--- src/wcr_pkg.sv ---
// package of constants for the wake and transceiver mode register bank
// assumes an outside frame engine hands over complete 16-bit frames
// Functional notes
// - reserved bits always read back as zero
// - internal bit 6 enables cyclic timer wake
// - threshold field 5:4, code 00 highest
// - internal bit 2 disables watchdog in stop
// - internal bit 0 fast battery monitor, resets one
// - external bit 0 enables wake pin wake
// - fail-safe forces external wake register to 0x01
// - bias field 1:0 none, down, up, auto
// - bits 7/6 fast mode for transceivers two/one
// - mode low bits off, wake, receive, normal
// - device never alters selective wake top bit
// - sleep, no error, normal becomes wake capable
// - receive only: sleep to wake, stop keeps
// - off or wake capable kept on sleep/stop
// - fail-safe keeps at least one wake path

package wcr_pkg;

  ////////////////////////////////////////////////////////////////////////
  // register offsets (7-bit frame address)
  localparam logic [6:0] WCR_ADDR_INT_WAKE  = 7'h06;
  localparam logic [6:0] WCR_ADDR_EXT_WAKE  = 7'h07;
  localparam logic [6:0] WCR_ADDR_PIN_BIAS  = 7'h08;
  localparam logic [6:0] WCR_ADDR_XCVR_PAIR = 7'h0a;

  ////////////////////////////////////////////////////////////////////////
  // reset values
  localparam logic [7:0] WCR_RST_INT_WAKE  = 8'h01;
  localparam logic [7:0] WCR_RST_EXT_WAKE  = 8'h01;
  localparam logic [7:0] WCR_RST_PIN_BIAS  = 8'h00;
  localparam logic [7:0] WCR_RST_XCVR_PAIR = 8'h00;
  // value forced into the external wake register on fail-safe entry
  localparam logic [7:0] WCR_FAILSAFE_EXT  = 8'h01;

  ////////////////////////////////////////////////////////////////////////
  // writable bit masks, zero bits are reserved
  localparam logic [7:0] WCR_MASK_INT_WAKE  = 8'h75;
  localparam logic [7:0] WCR_MASK_EXT_WAKE  = 8'h01;
  localparam logic [7:0] WCR_MASK_PIN_BIAS  = 8'h03;
  localparam logic [7:0] WCR_MASK_XCVR_PAIR = 8'hff;

  ////////////////////////////////////////////////////////////////////////
  // field positions
  localparam int WCR_POS_CYCLIC_WAKE   = 6;
  localparam int WCR_POS_THRESH_HI     = 5;
  localparam int WCR_POS_THRESH_LO     = 4;
  localparam int WCR_POS_WDOG_STOP     = 2;
  localparam int WCR_POS_FAST_BATT     = 0;
  localparam int WCR_POS_PIN_WAKE      = 0;
  localparam int WCR_POS_PULL_HI       = 1;
  localparam int WCR_POS_PULL_LO       = 0;
  localparam int WCR_POS_FAST_TWO      = 7;
  localparam int WCR_POS_FAST_ONE      = 6;
  localparam int WCR_POS_MODE_TWO_HI   = 5;
  localparam int WCR_POS_MODE_TWO_LO   = 3;
  localparam int WCR_POS_MODE_ONE_HI   = 2;
  localparam int WCR_POS_MODE_ONE_LO   = 0;

  ////////////////////////////////////////////////////////////////////////
  // frame layout: address, write flag, data
  localparam int WCR_FRM_ADDR_HI = 6;
  localparam int WCR_FRM_WRITE   = 7;
  localparam int WCR_FRM_DATA_LO = 8;

  ////////////////////////////////////////////////////////////////////////
  // transceiver mode low-bit codes
  typedef enum logic [1:0] {
    WCR_XCVR_OFF     = 2'b00,
    WCR_XCVR_WAKE    = 2'b01,
    WCR_XCVR_RX_ONLY = 2'b10,
    WCR_XCVR_NORMAL  = 2'b11
  } wcr_xcvr_e;

  // bias codes of the wake pin
  typedef enum logic [1:0] {
    WCR_PULL_NONE = 2'b00,
    WCR_PULL_DOWN = 2'b01,
    WCR_PULL_UP   = 2'b10,
    WCR_PULL_AUTO = 2'b11
  } wcr_pull_e;

endpackage

--- src/wcr_frame_decode.sv ---
// frame decoder: splits a completed 16-bit frame into address, data, strobes
// assumes frame_valid is a one-cycle pulse per finished frame
`timescale 1ns/1ps
`default_nettype none

module wcr_frame_decode
  import wcr_pkg::*;
(
  input  wire logic        clk_sys,     // system clock
  input  wire logic        sys_rst,     // synchronous reset, active high
  input  wire logic        frame_valid, // one frame complete
  input  wire logic [15:0] frame_word,  // frame contents
  output logic             wr_stb,      // write request pulse
  output logic             rd_stb,      // read request pulse
  output logic [6:0]       acc_addr,    // register address
  output logic [7:0]       acc_data     // write data
);

  ////////////////////////////////////////////////////////////////////////
  // state of the decoder
  typedef struct packed {
    logic       wr;   // write strobe
    logic       rd;   // read strobe
    logic [6:0] addr; // captured address
    logic [7:0] data; // captured data
  } wcr_dec_s;

  wcr_dec_s st_q; // registered state
  wcr_dec_s st_d; // next state

  // split the frame; strobes last exactly one cycle
  always_comb begin
    st_d    = st_q;
    st_d.wr = 1'b0;
    st_d.rd = 1'b0;
    if (frame_valid) begin
      st_d.addr = frame_word[WCR_FRM_ADDR_HI:0];
      st_d.data = frame_word[15:WCR_FRM_DATA_LO];
      st_d.wr   = frame_word[WCR_FRM_WRITE];
      st_d.rd   = ~frame_word[WCR_FRM_WRITE];
    end
  end

  // register the state
  always_ff @(posedge clk_sys) begin
    if (sys_rst) begin
      st_q <= '0;
    end else begin
      st_q <= st_d;
    end
  end

  assign wr_stb   = st_q.wr;
  assign rd_stb   = st_q.rd;
  assign acc_addr = st_q.addr;
  assign acc_data = st_q.data;

endmodule

`default_nettype wire

--- src/wcr_wake_can_regs.sv ---
// wake source and transceiver mode register bank, top level
// assumes mode-entry and fail-safe inputs are one-cycle pulses on clk_sys
`timescale 1ns/1ps
`default_nettype none

module wcr_wake_can_regs
  import wcr_pkg::*;
(
  input  wire logic        clk_sys,                    // system clock
  input  wire logic        sys_rst,                    // sync reset, high
  input  wire logic        soft_reset,                 // soft reset pulse
  input  wire logic        frame_valid,                // frame complete
  input  wire logic [15:0] frame_word,                 // frame contents
  input  wire logic        sleep_entry,                // sleep mode entry
  input  wire logic        stop_entry,                 // stop mode entry
  input  wire logic        failsafe_entry,             // fail-safe entry
  input  wire logic [1:0]  system_error_flag,          // [0] one, [1] two
  input  wire logic        wdog_stop_hw_we,            // hw update of bit 2
  input  wire logic        wdog_stop_hw_val,           // hw value of bit 2
  output logic [7:0]       rd_data,                    // read answer
  output logic             rd_valid,                   // read answer pulse
  output logic             cyclic_wake_enable,         // timer wake source
  output logic [1:0]       batt_monitor_threshold_sel, // threshold code
  output logic [3:0]       batt_threshold_onehot,      // [0] highest
  output logic             wdog_stop_disable_hi,       // wdog off in stop
  output logic             fast_batt_monitor_enable,   // fast monitoring
  output logic             wake_pin_enable,            // pin wake source
  output logic [1:0]       wake_pin_pull_cfg,          // bias code
  output logic             wake_pin_pull_down,         // pull-down active
  output logic             wake_pin_pull_up,           // pull-up active
  output logic             wake_pin_pull_auto,         // auto switching
  output logic             xcvr_two_fast,              // no slew control
  output logic             xcvr_one_fast,              // no slew control
  output logic [2:0]       xcvr_two_mode,              // mode field two
  output logic [2:0]       xcvr_one_mode               // mode field one
);

  ////////////////////////////////////////////////////////////////////////
  // decoded register access from the frame decoder
  logic       wr_stb;   // write request
  logic       rd_stb;   // read request
  logic [6:0] acc_addr; // address of the request
  logic [7:0] acc_data; // write data

  wcr_frame_decode u_dec (
    .clk_sys     (clk_sys),
    .sys_rst     (sys_rst),
    .frame_valid (frame_valid),
    .frame_word  (frame_word),
    .wr_stb      (wr_stb),
    .rd_stb      (rd_stb),
    .acc_addr    (acc_addr),
    .acc_data    (acc_data)
  );

  ////////////////////////////////////////////////////////////////////////
  // mode field update on low-power or fail-safe entry
  // only the two low bits are touched, the selective wake bit is carried
  function automatic logic [2:0] wcr_mode_update(
    input logic [2:0] mode,   // current field
    input logic       sleep,  // sleep entry
    input logic       stop,   // stop entry
    input logic       fsafe,  // fail-safe entry
    input logic       syserr  // system error flag of this transceiver
  );
    logic [1:0] low;
    low = mode[1:0];
    if (fsafe) begin
      // any mode goes to wake capable so the bus can still wake
      low = WCR_XCVR_WAKE;
    end else if (sleep) begin
      case (low)
        WCR_XCVR_NORMAL: begin
          // normal becomes wake capable only without a system error
          if (!syserr) begin
            low = WCR_XCVR_WAKE;
          end
        end
        WCR_XCVR_RX_ONLY: begin
          // receive only is dropped to wake capable on sleep
          low = WCR_XCVR_WAKE;
        end
        default: begin
          // off and wake capable keep their code
          low = mode[1:0];
        end
      endcase
    end else if (stop) begin
      // stop keeps every mode, receive only included
      low = mode[1:0];
    end
    wcr_mode_update = {mode[2], low};
  endfunction

  ////////////////////////////////////////////////////////////////////////
  // whole state of the bank
  typedef struct packed {
    logic [7:0] int_wake;   // internal wake control
    logic [7:0] ext_wake;   // external wake control
    logic [7:0] pin_bias;   // wake pin bias control
    logic [7:0] xcvr_pair;  // transceiver pair control
    logic [7:0] rd_data;    // read answer
    logic       rd_valid;   // read answer pulse
    logic [3:0] thresh_oh;  // decoded threshold
    logic       pull_down;  // decoded bias
    logic       pull_up;    // decoded bias
    logic       pull_auto;  // decoded bias
  } wcr_bank_s;

  wcr_bank_s st_q; // registered state
  wcr_bank_s st_d; // next state

  // register select for the current request
  logic sel_int;  // internal wake selected
  logic sel_ext;  // external wake selected
  logic sel_bias; // pin bias selected
  logic sel_xcvr; // transceiver pair selected

  always_comb begin
    sel_int  = (acc_addr == WCR_ADDR_INT_WAKE);
    sel_ext  = (acc_addr == WCR_ADDR_EXT_WAKE);
    sel_bias = (acc_addr == WCR_ADDR_PIN_BIAS);
    sel_xcvr = (acc_addr == WCR_ADDR_XCVR_PAIR);
  end

  ////////////////////////////////////////////////////////////////////////
  // next-state logic: host writes first, hardware updates override
  always_comb begin
    logic [2:0] m_one; // updated mode field one
    logic [2:0] m_two; // updated mode field two
    logic [1:0] thr;   // threshold code of the next state
    logic [1:0] pull;  // bias code of the next state
    m_one = 3'h0;
    m_two = 3'h0;
    thr   = 2'h0;
    pull  = 2'h0;
    st_d  = st_q;
    st_d.rd_valid = 1'b0;

    // host writes, reserved bits masked off
    if (wr_stb && sel_int) begin
      st_d.int_wake = acc_data & WCR_MASK_INT_WAKE;
    end
    if (wr_stb && sel_ext) begin
      st_d.ext_wake = acc_data & WCR_MASK_EXT_WAKE;
    end
    if (wr_stb && sel_bias) begin
      st_d.pin_bias = acc_data & WCR_MASK_PIN_BIAS;
    end
    if (wr_stb && sel_xcvr) begin
      st_d.xcvr_pair = acc_data & WCR_MASK_XCVR_PAIR;
    end

    // hardware update of the watchdog stop bit wins over the host
    if (wdog_stop_hw_we) begin
      st_d.int_wake[WCR_POS_WDOG_STOP] = wdog_stop_hw_val;
    end

    // fail-safe keeps the wake pin able to wake the device
    if (failsafe_entry) begin
      st_d.ext_wake = WCR_FAILSAFE_EXT;
    end

    // mode fields: hardware update is applied to the value of a same-cycle host write
    m_one = wcr_mode_update(
      st_d.xcvr_pair[WCR_POS_MODE_ONE_HI:WCR_POS_MODE_ONE_LO],
      sleep_entry, stop_entry, failsafe_entry, system_error_flag[0]);
    m_two = wcr_mode_update(
      st_d.xcvr_pair[WCR_POS_MODE_TWO_HI:WCR_POS_MODE_TWO_LO],
      sleep_entry, stop_entry, failsafe_entry, system_error_flag[1]);
    st_d.xcvr_pair[WCR_POS_MODE_ONE_HI:WCR_POS_MODE_ONE_LO] = m_one;
    st_d.xcvr_pair[WCR_POS_MODE_TWO_HI:WCR_POS_MODE_TWO_LO] = m_two;

    // threshold decode, code 00 is the highest threshold
    thr = st_d.int_wake[WCR_POS_THRESH_HI:WCR_POS_THRESH_LO];
    case (thr)
      2'h0: begin
        st_d.thresh_oh = 4'h1;
      end
      2'h1: begin
        st_d.thresh_oh = 4'h2;
      end
      2'h2: begin
        st_d.thresh_oh = 4'h4;
      end
      default: begin
        st_d.thresh_oh = 4'h8;
      end
    endcase

    // wake pin bias decode
    pull = st_d.pin_bias[WCR_POS_PULL_HI:WCR_POS_PULL_LO];
    st_d.pull_down = (pull == WCR_PULL_DOWN);
    st_d.pull_up   = (pull == WCR_PULL_UP);
    st_d.pull_auto = (pull == WCR_PULL_AUTO);

    // read answer from the stored values; unmapped reads return zero
    if (rd_stb) begin
      st_d.rd_valid = 1'b1;
      if (sel_int) begin
        st_d.rd_data = st_q.int_wake & WCR_MASK_INT_WAKE;
      end else if (sel_ext) begin
        st_d.rd_data = st_q.ext_wake & WCR_MASK_EXT_WAKE;
      end else if (sel_bias) begin
        st_d.rd_data = st_q.pin_bias & WCR_MASK_PIN_BIAS;
      end else if (sel_xcvr) begin
        st_d.rd_data = st_q.xcvr_pair;
      end else begin
        st_d.rd_data = 8'h00;
      end
    end

    // soft reset puts back the power-on values
    if (soft_reset) begin
      st_d.int_wake  = WCR_RST_INT_WAKE;
      st_d.ext_wake  = WCR_RST_EXT_WAKE;
      st_d.pin_bias  = WCR_RST_PIN_BIAS;
      st_d.xcvr_pair = WCR_RST_XCVR_PAIR;
      st_d.thresh_oh = 4'h1;
      st_d.pull_down = 1'b0;
      st_d.pull_up   = 1'b0;
      st_d.pull_auto = 1'b0;
    end
  end

  ////////////////////////////////////////////////////////////////////////
  // register the state, power-on values on reset
  always_ff @(posedge clk_sys) begin
    if (sys_rst) begin
      st_q.int_wake  <= WCR_RST_INT_WAKE;
      st_q.ext_wake  <= WCR_RST_EXT_WAKE;
      st_q.pin_bias  <= WCR_RST_PIN_BIAS;
      st_q.xcvr_pair <= WCR_RST_XCVR_PAIR;
      st_q.rd_data   <= 8'h00;
      st_q.rd_valid  <= 1'b0;
      st_q.thresh_oh <= 4'h1;
      st_q.pull_down <= 1'b0;
      st_q.pull_up   <= 1'b0;
      st_q.pull_auto <= 1'b0;
    end else begin
      st_q <= st_d;
    end
  end

  ////////////////////////////////////////////////////////////////////////
  // outputs, each a slice of the registered state
  assign rd_data  = st_q.rd_data;
  assign rd_valid = st_q.rd_valid;

  // internal wake control fields
  assign cyclic_wake_enable = st_q.int_wake[WCR_POS_CYCLIC_WAKE];
  assign batt_monitor_threshold_sel =
    st_q.int_wake[WCR_POS_THRESH_HI:WCR_POS_THRESH_LO];
  assign batt_threshold_onehot = st_q.thresh_oh;
  assign wdog_stop_disable_hi = st_q.int_wake[WCR_POS_WDOG_STOP];
  assign fast_batt_monitor_enable = st_q.int_wake[WCR_POS_FAST_BATT];

  // external wake and bias fields
  assign wake_pin_enable = st_q.ext_wake[WCR_POS_PIN_WAKE];
  assign wake_pin_pull_cfg =
    st_q.pin_bias[WCR_POS_PULL_HI:WCR_POS_PULL_LO];
  assign wake_pin_pull_down = st_q.pull_down;
  assign wake_pin_pull_up   = st_q.pull_up;
  assign wake_pin_pull_auto = st_q.pull_auto;

  // transceiver pair fields
  assign xcvr_two_fast = st_q.xcvr_pair[WCR_POS_FAST_TWO];
  assign xcvr_one_fast = st_q.xcvr_pair[WCR_POS_FAST_ONE];
  assign xcvr_two_mode =
    st_q.xcvr_pair[WCR_POS_MODE_TWO_HI:WCR_POS_MODE_TWO_LO];
  assign xcvr_one_mode =
    st_q.xcvr_pair[WCR_POS_MODE_ONE_HI:WCR_POS_MODE_ONE_LO];

endmodule

`default_nettype wire

--- config.mk ---
export PLATFORM = sky130hd
export DESIGN_NAME = wcr_wake_can_regs
export DESIGN_NICKNAME = d
export VERILOG_FILES = /design/src/wcr_pkg.sv /design/src/wcr_frame_decode.sv /design/src/wcr_wake_can_regs.sv
export SDC_FILE = /design/constraint.sdc
export NUM_CORES = 1
export LEC_CHECK = 0
export ABC_AREA = 0
export BUFFER_PORTS_ARGS = -buffer_cell sky130_fd_sc_hd__buf_2
export CORE_UTILIZATION = 51
export CTS_CLUSTER_SIZE = 12
export DETAILED_ROUTE_END_ITERATION = 6
export HOLD_SLACK_MARGIN = 0.05
export PLACE_DENSITY = 0.79
export REMOVE_ABC_BUFFERS = 1
export SLEW_MARGIN = 20
export SYNTH_ARGS = -nofsm -noshare
export SYNTH_HDL_FRONTEND = slang
export SYNTH_SLANG_ARGS = --single-unit
--- constraint.sdc ---
create_clock -name clk_sys -period 1.9 [get_ports clk_sys]
set_input_delay 0.095 -clock clk_sys [delete_from_list [all_inputs] [get_ports clk_sys]]
set_output_delay 0.095 -clock clk_sys [all_outputs]
set_load 0.03 [all_outputs]
Yosys cells after proc, flatten, opt, wreduce, memory -nomap -nowiden
Cells that the tools add are included.

storage, ports and cells
  bits in latches = 0
  bits in registers = 49
  memories = 0
  logic and storage cells = 60
  output and inout port bits = 32
  bits of input ports = 27
  RAM bits = 0
  bits in read-only memories = 0

cells by class
  reductions and logical operators = 9
  div/mod/pow operators = 0
  bitwise logic cells = 2
  mux-type cells = 18
  $lt $le $gt $ge = 0
  equal/unequal tests = 13
  multipliers = 0
  shift-type cells = 0
  add/subtract/negate cells = 0

operators with widths
  cell                                                 number
  2-to-1 mux 8 bit                                     4
  equality test 2 bit, second input constant           7
  equality test 7 x 3 -> 1 bit, second input constant  2
  equality test 7 x 4 -> 1 bit, second input constant  2
  case mux 4 bit (3 select lines)                      1
  2-to-1 mux 2 bit                                     5
  case mux 2 bit (2 select lines)                      2
  2-to-1 mux 6 bit                                     1
  2-to-1 mux 5 bit                                     1
  equality test 2 x 1 -> 1 bit, second input constant  2
  logical AND 1 bit                                    4
  2-to-1 mux 1 bit                                     4
  OR reduction 2 bit                                   2
  OR reduction 3 bit                                   1
  zero test 2 bit                                      1
  inverter 1 bit                                       2
  nonzero test 2 bit                                   1

Longest topological paths before layout
  depth in word-level cells = 7
  mapped depth = 6
  mapped depth without buffers = 4

Cells and area by module
Synthesis repeated with hierarchy kept, for this count alone.

unflattened totals
  cells, all modules = 209
  area total of the unflattened synthesis = 2,024.4 um^2

by module, submodules not included
  module             instances  cells each  area an instance (um^2)  seq. area each (um^2)
  wcr_wake_can_regs  1          156         1,418.9                  640.6
  wcr_frame_decode   1          53          605.6                    340.3

Worst setup path after synthesis
No wires, ideal clock.

  path kind = register -> register
  start = register u_dec.st_q, in the netlist u_dec.acc_addr[0]
  end = register st_q, in the netlist xcvr_one_mode[0]
  library setup time = 0.130 ns
  arrival = 1.394 ns
  setup slack = 0.377 ns
  cell stages (with the launch flop) = 6
  period minus slack after synthesis = 1.523 ns
  buffers on the path = 1
  data required time = 1.770 ns
  cell sequence = dfxtp_1 > nor4_4 > and4_4 > buf_6 > mux2i_1 > o22ai_1

between the ends
  cells in the longest elaborated chain, start to end = 7
  elaborated cells on any way between the ends = 9
  those cells by class = eq/ne (3); mux (5); reduce/logical (1)

RTL lines
  item                                                            line                                              text
  start, declared                                                 wcr_frame_decode.sv:28                            wcr_dec_s st_q;
  start signal, assigned                                          wcr_frame_decode.sv:49                            st_q <= st_d;
  equality test 7 x 4 -> 1 bit *                                  wcr_wake_can_regs.sv:123                          sel_xcvr = (acc_addr == WCR_ADDR_XCVR_PAIR);
  logical AND 1 bit *                                             wcr_wake_can_regs.sv:150                          if (wr_stb && sel_xcvr) begin
  2-to-1 mux 5 bit *                                              wcr_wake_can_regs.sv:150
  equality test 2 bit / 2-to-1 mux 2 bit (equally long branches)  wcr_wake_can_regs.sv:72, wcr_wake_can_regs.sv:75
  case mux 2 bit (2 select lines)                                 wcr_wake_can_regs.sv:72                           case (low)
  2-to-1 mux 2 bit *                                              wcr_wake_can_regs.sv:71                           end else if (sleep) begin
  2-to-1 mux 1 bit *                                              wcr_wake_can_regs.sv:68                           if (fsafe) begin
  end signal, assigned                                            wcr_wake_can_regs.sv:241                          st_q <= st_d;
  end, declared                                                   wcr_wake_can_regs.sv:110                          wcr_bank_s st_q;

Mark *: on every way between the ends. The rest lies on a longest branch, timed or not.
A chain may end at the register's enable or synchronous reset.

Final worst setup path
Same ends and word-level chain as after synthesis.

==> flow_metrics.py <==
metrics = {
    "timing": {
        "fin_crit_ps": 1766,
        "rsz0062_at_grt": "false",
        "setup_tns_ps": 0,
        "fmax_mhz": 566.2,
        "tightestPinTransition_ps": 526.9,
        "setup_viol": 0,
        "period_share_pct": 92.96,
        "max_slew_margin_pct": 64.87,
        "slew_viol_final": 0,
        "finalHoldViolCount": 0,
        "skew_ps": 8.145,
    },
    "cells_and_area": {
        "drive_gt1_share_pct": 27.56,
        "nNetsFinal": 309,
        "antenna_cells": 0,
        "area_growth_pct": 29.95,
        "fillers": 313,
    },
    "synth": {
        "postSynthAreaPerCell_um2": 9.493,
        "ys_ff_latch": 49,
        "async_flop_share_pct": 0,
        "ys_types": 35,
        "yosys.area.top_type": "dfxtp_1",
        "synth_edf_count": 0,
        "ys_top_cells_by_count": "dfxtp_1 (49), nor2_1 (31), mux2i_1 (24)",
        "synth_ff_type": "dfxtp_1",
        "syn-cell-area_um2": 2022,
        "yosysMostFrequentCell": "dfxtp_1",
        "synth_top_area_share_pct": 48.51,
        "ys_seq_area_share_pct": 48.51,
        "synth_area_leaders": "dfxtp_1 (49%), mux2i_1 (12%), nor2_1 (5.8%)",
        "syn-instance-count": 213,
        "yosysWarnings": 0,
    },
    "worst_setup_path": {
        "worstSetupPathType": "flip-flop to flip-flop",
        "r2r-end": "xcvr_one_mode[0]",
        "crit_required_ps": 2130,
        "worstReg2RegStart": "u_dec.acc_addr[0]",
        "critPathMaxFanout": 12,
        "rrSetupSlack_ps": 130,
        "worstSetupEndpointType": "flip-flop",
        "cp-start-kind": "flip-flop",
        "r2r_cells": 4,
        "worstPathArrival_ps": 1990,
    },
    "clock_tree": {
        "post_cts_resized": 0,
        "cts_sinks": 49,
        "cts-root-buf": "clkbuf_8",
        "clk_path_buf_depth": 2,
        "numCtsBuffers": 5,
        "cts-htree-levels": 2,
        "clock_latency_ps": 310,
        "cts_tree": "yes",
        "cts.reportedPaths.clkPinSlew_ps": 90,
        "postCtsSetupBuffers": 0,
    },
    "pwr": {
        "power_density_nw_per_um2": 816.7,
        "leakagePower_nw": 1.139,
        "power_mw": 2.146,
        "ir_worst_vdd_mv": 0.5866,
    },
    "worst_hold_path": {
        "hold_path_startpoint": "soft_reset",
        "min_to": "fast_batt_monitor_enable",
        "hold_path.class": "input port to flip-flop",
        "hold_depth": 3,
    },
    "global_route": {
        "grt_pass1_wl_um": 8086,
        "use_met3_pct": 5.810,
        "grt_busiest_layer": "met2",
        "grt_max_degree": 30,
        "use_met2_pct": 40.23,
        "antenna_found_initial": 0,
        "grt-ovfl-total": 0,
        "groute.usage.overall_pct": 25.36,
        "grt_pass1_vias": 1649,
        "grt_util_met1_pct": 31.84,
    },
    "floorplanning": {
        "dieArea_um2": 4220,
        "coreArea_um2": 3744,
        "num_rows": 22,
        "die_w_um": 64.97,
        "start_util_pct": 54.01,
        "ios": 59,
        "fp.dieH_um": 64.97,
    },
    "placed_design": {
        "io_buffers": 57,
        "dp_hpwl_um": 3100,
        "place.gp.congestion": 0.8350,
    },
    "route": {
        "wl_per_cell_um": 14.58,
        "dr.pass1.iters": 4,
        "viasPerCell": 5.438,
        "wl_um": 4825,
        "drc": 0,
        "vias": 1800,
        "ant_nets": 0,
        "drt_iter0_drc": 146,
    },
    "status": {
        "status": "finished, final reports clean",
    },
    "run": {
        "maxCapViolCount": 0,
    },
}
==> flip-flops by register name, indices dropped and copies added, names as in the netlist <==
signal,cells
xcvr_two_mode,3
rd_valid,1
u_dec.rd_stb,1
batt_threshold_onehot,4
u_dec.acc_data,8
wake_pin_pull_down,1
xcvr_one_mode,3
wake_pin_enable,1
u_dec.acc_addr,7
wake_pin_pull_up,1
fast_batt_monitor_enable,1
wdog_stop_disable_hi,1
u_dec.wr_stb,1
xcvr_two_fast,1
wake_pin_pull_auto,1
cyclic_wake_enable,1
batt_monitor_threshold_sel,2
wake_pin_pull_cfg,2
rd_data,8
xcvr_one_fast,1
==> metrics by stage <==
step	instances	hold WS, ps	util [%]	worst slack (ps)	area, um^2
floorplan	197	164.1	-	268.1	1948
finish	331	70.97	70.19	133.8	2628
global route	331	94.89	70.19	6.638	2628
global placement	306	280.5	62.07	206.1	2323
CTS	331	56.09	70.19	134.1	2628
detailed placement	306	284.6	62.07	162.1	2323
==> report_power, final <==
| part | internal [mW] | switching (mW) | total (mW) |
|---|---|---|---|
| Clock | 0.522 | 0.341 | 0.864 |
| Sequential | 1.06 | 0.0347 | 1.09 |
| Combinational | 0.0936 | 0.0982 | 0.192 |
| Total | 1.67 | 0.474 | 2.15 |
==> worst max path at each step <==
stage	cells past startpoint	end	startpoint	slack, ps
final	4	xcvr_one_mode[0]	u_dec.acc_addr[0]	130
after global routing	4	xcvr_one_mode[0]	u_dec.acc_addr[0]	7
after CTS	4	xcvr_one_mode[0]	u_dec.acc_addr[0]	130
after detailed placement	4	xcvr_two_mode[0]	u_dec.acc_addr[0]	160
after global placement	4	xcvr_two_mode[0]	u_dec.acc_addr[0]	210
after floorplan	4	xcvr_two_mode[0]	u_dec.acc_addr[3]	270
==> worst max-delay path: stages, from the launching register on <==
cell and delay [ps]:
dfxtp_1 350, nor4_4 410, and4_4 430, mux2_2 360, o22ai_1 130
==> per-layer routing <==
| layer | up-vias | wire (um) | share of wire (%) |
|---|---|---|---|
| met5 | - | 0 | 0 |
| met4 | 0 | 154 | 3.2 |
| met3 | 16 | 250 | 5.2 |
| met2 | 64 | 2312 | 48 |
| met1 | 830 | 2107 | 44 |
| li1 | 890 | - | - |
==> area by class of cell <==
type,count,area (um^2),share of cell area [%]
tap,48,60.06,2.286
sequential,49,980.9,37.33
timing repair buffer,78,485.5,18.48
multi-input combinational,147,963.4,36.67
clock buffer,5,68.82,2.619
inverter,1,3.754,0.1429
clock inverter,3,65.06,2.476
==> placed cells by master (no fill, tap or decap), drive strengths merged, types with 2 or more instances in the layout <==
master | synthesis | routed
a211oi | 4 | 4
dfxtp | 49 | 49
clkbuf | 12 | 5
mux2i | 24 | 24
mux2 | 4 | 4
or2 | 2 | 2
buf | 4 | 61
and2 | 3 | 3
or3 | 2 | 2
nand2 | 16 | 16
a21oi | 12 | 12
nand2b | 4 | 4
a22o | 4 | 4
bufinv | 0 | 2
dlygate4sd3 | 0 | 17
nor2b | 3 | 3
or3b | 2 | 2
nand4 | 5 | 5
nand3b | 8 | 8
nor2 | 31 | 31
o22ai | 2 | 2
a311oi | 3 | 3
nand3 | 7 | 7
and4 | 2 | 2
==> cells by family (layout without fill, tap and decap cells) <==
| family | count (synthesis) | after routing | synth area share (%) |
|---|---|---|---|
| buffers and inverters | 17 | 87 | 3.836 |
| AO/OA/AOI/OAI | 29 | 29 | 9.530 |
| flip-flops | 49 | 49 | 48.51 |
| AND/OR/NAND/NOR | 90 | 90 | 24.01 |
| multiplexers | 28 | 28 | 14.11 |
==> repair_timing <==
| action | CTS | global route |
|---|---|---|
| hold endpoints to repair | 19 | 0 |
| endpoints found under the setup margin | 0 | 1 |
| hold buffers | 17 | 0 |
No activity file was read; power rests on OpenSTA's default activity.
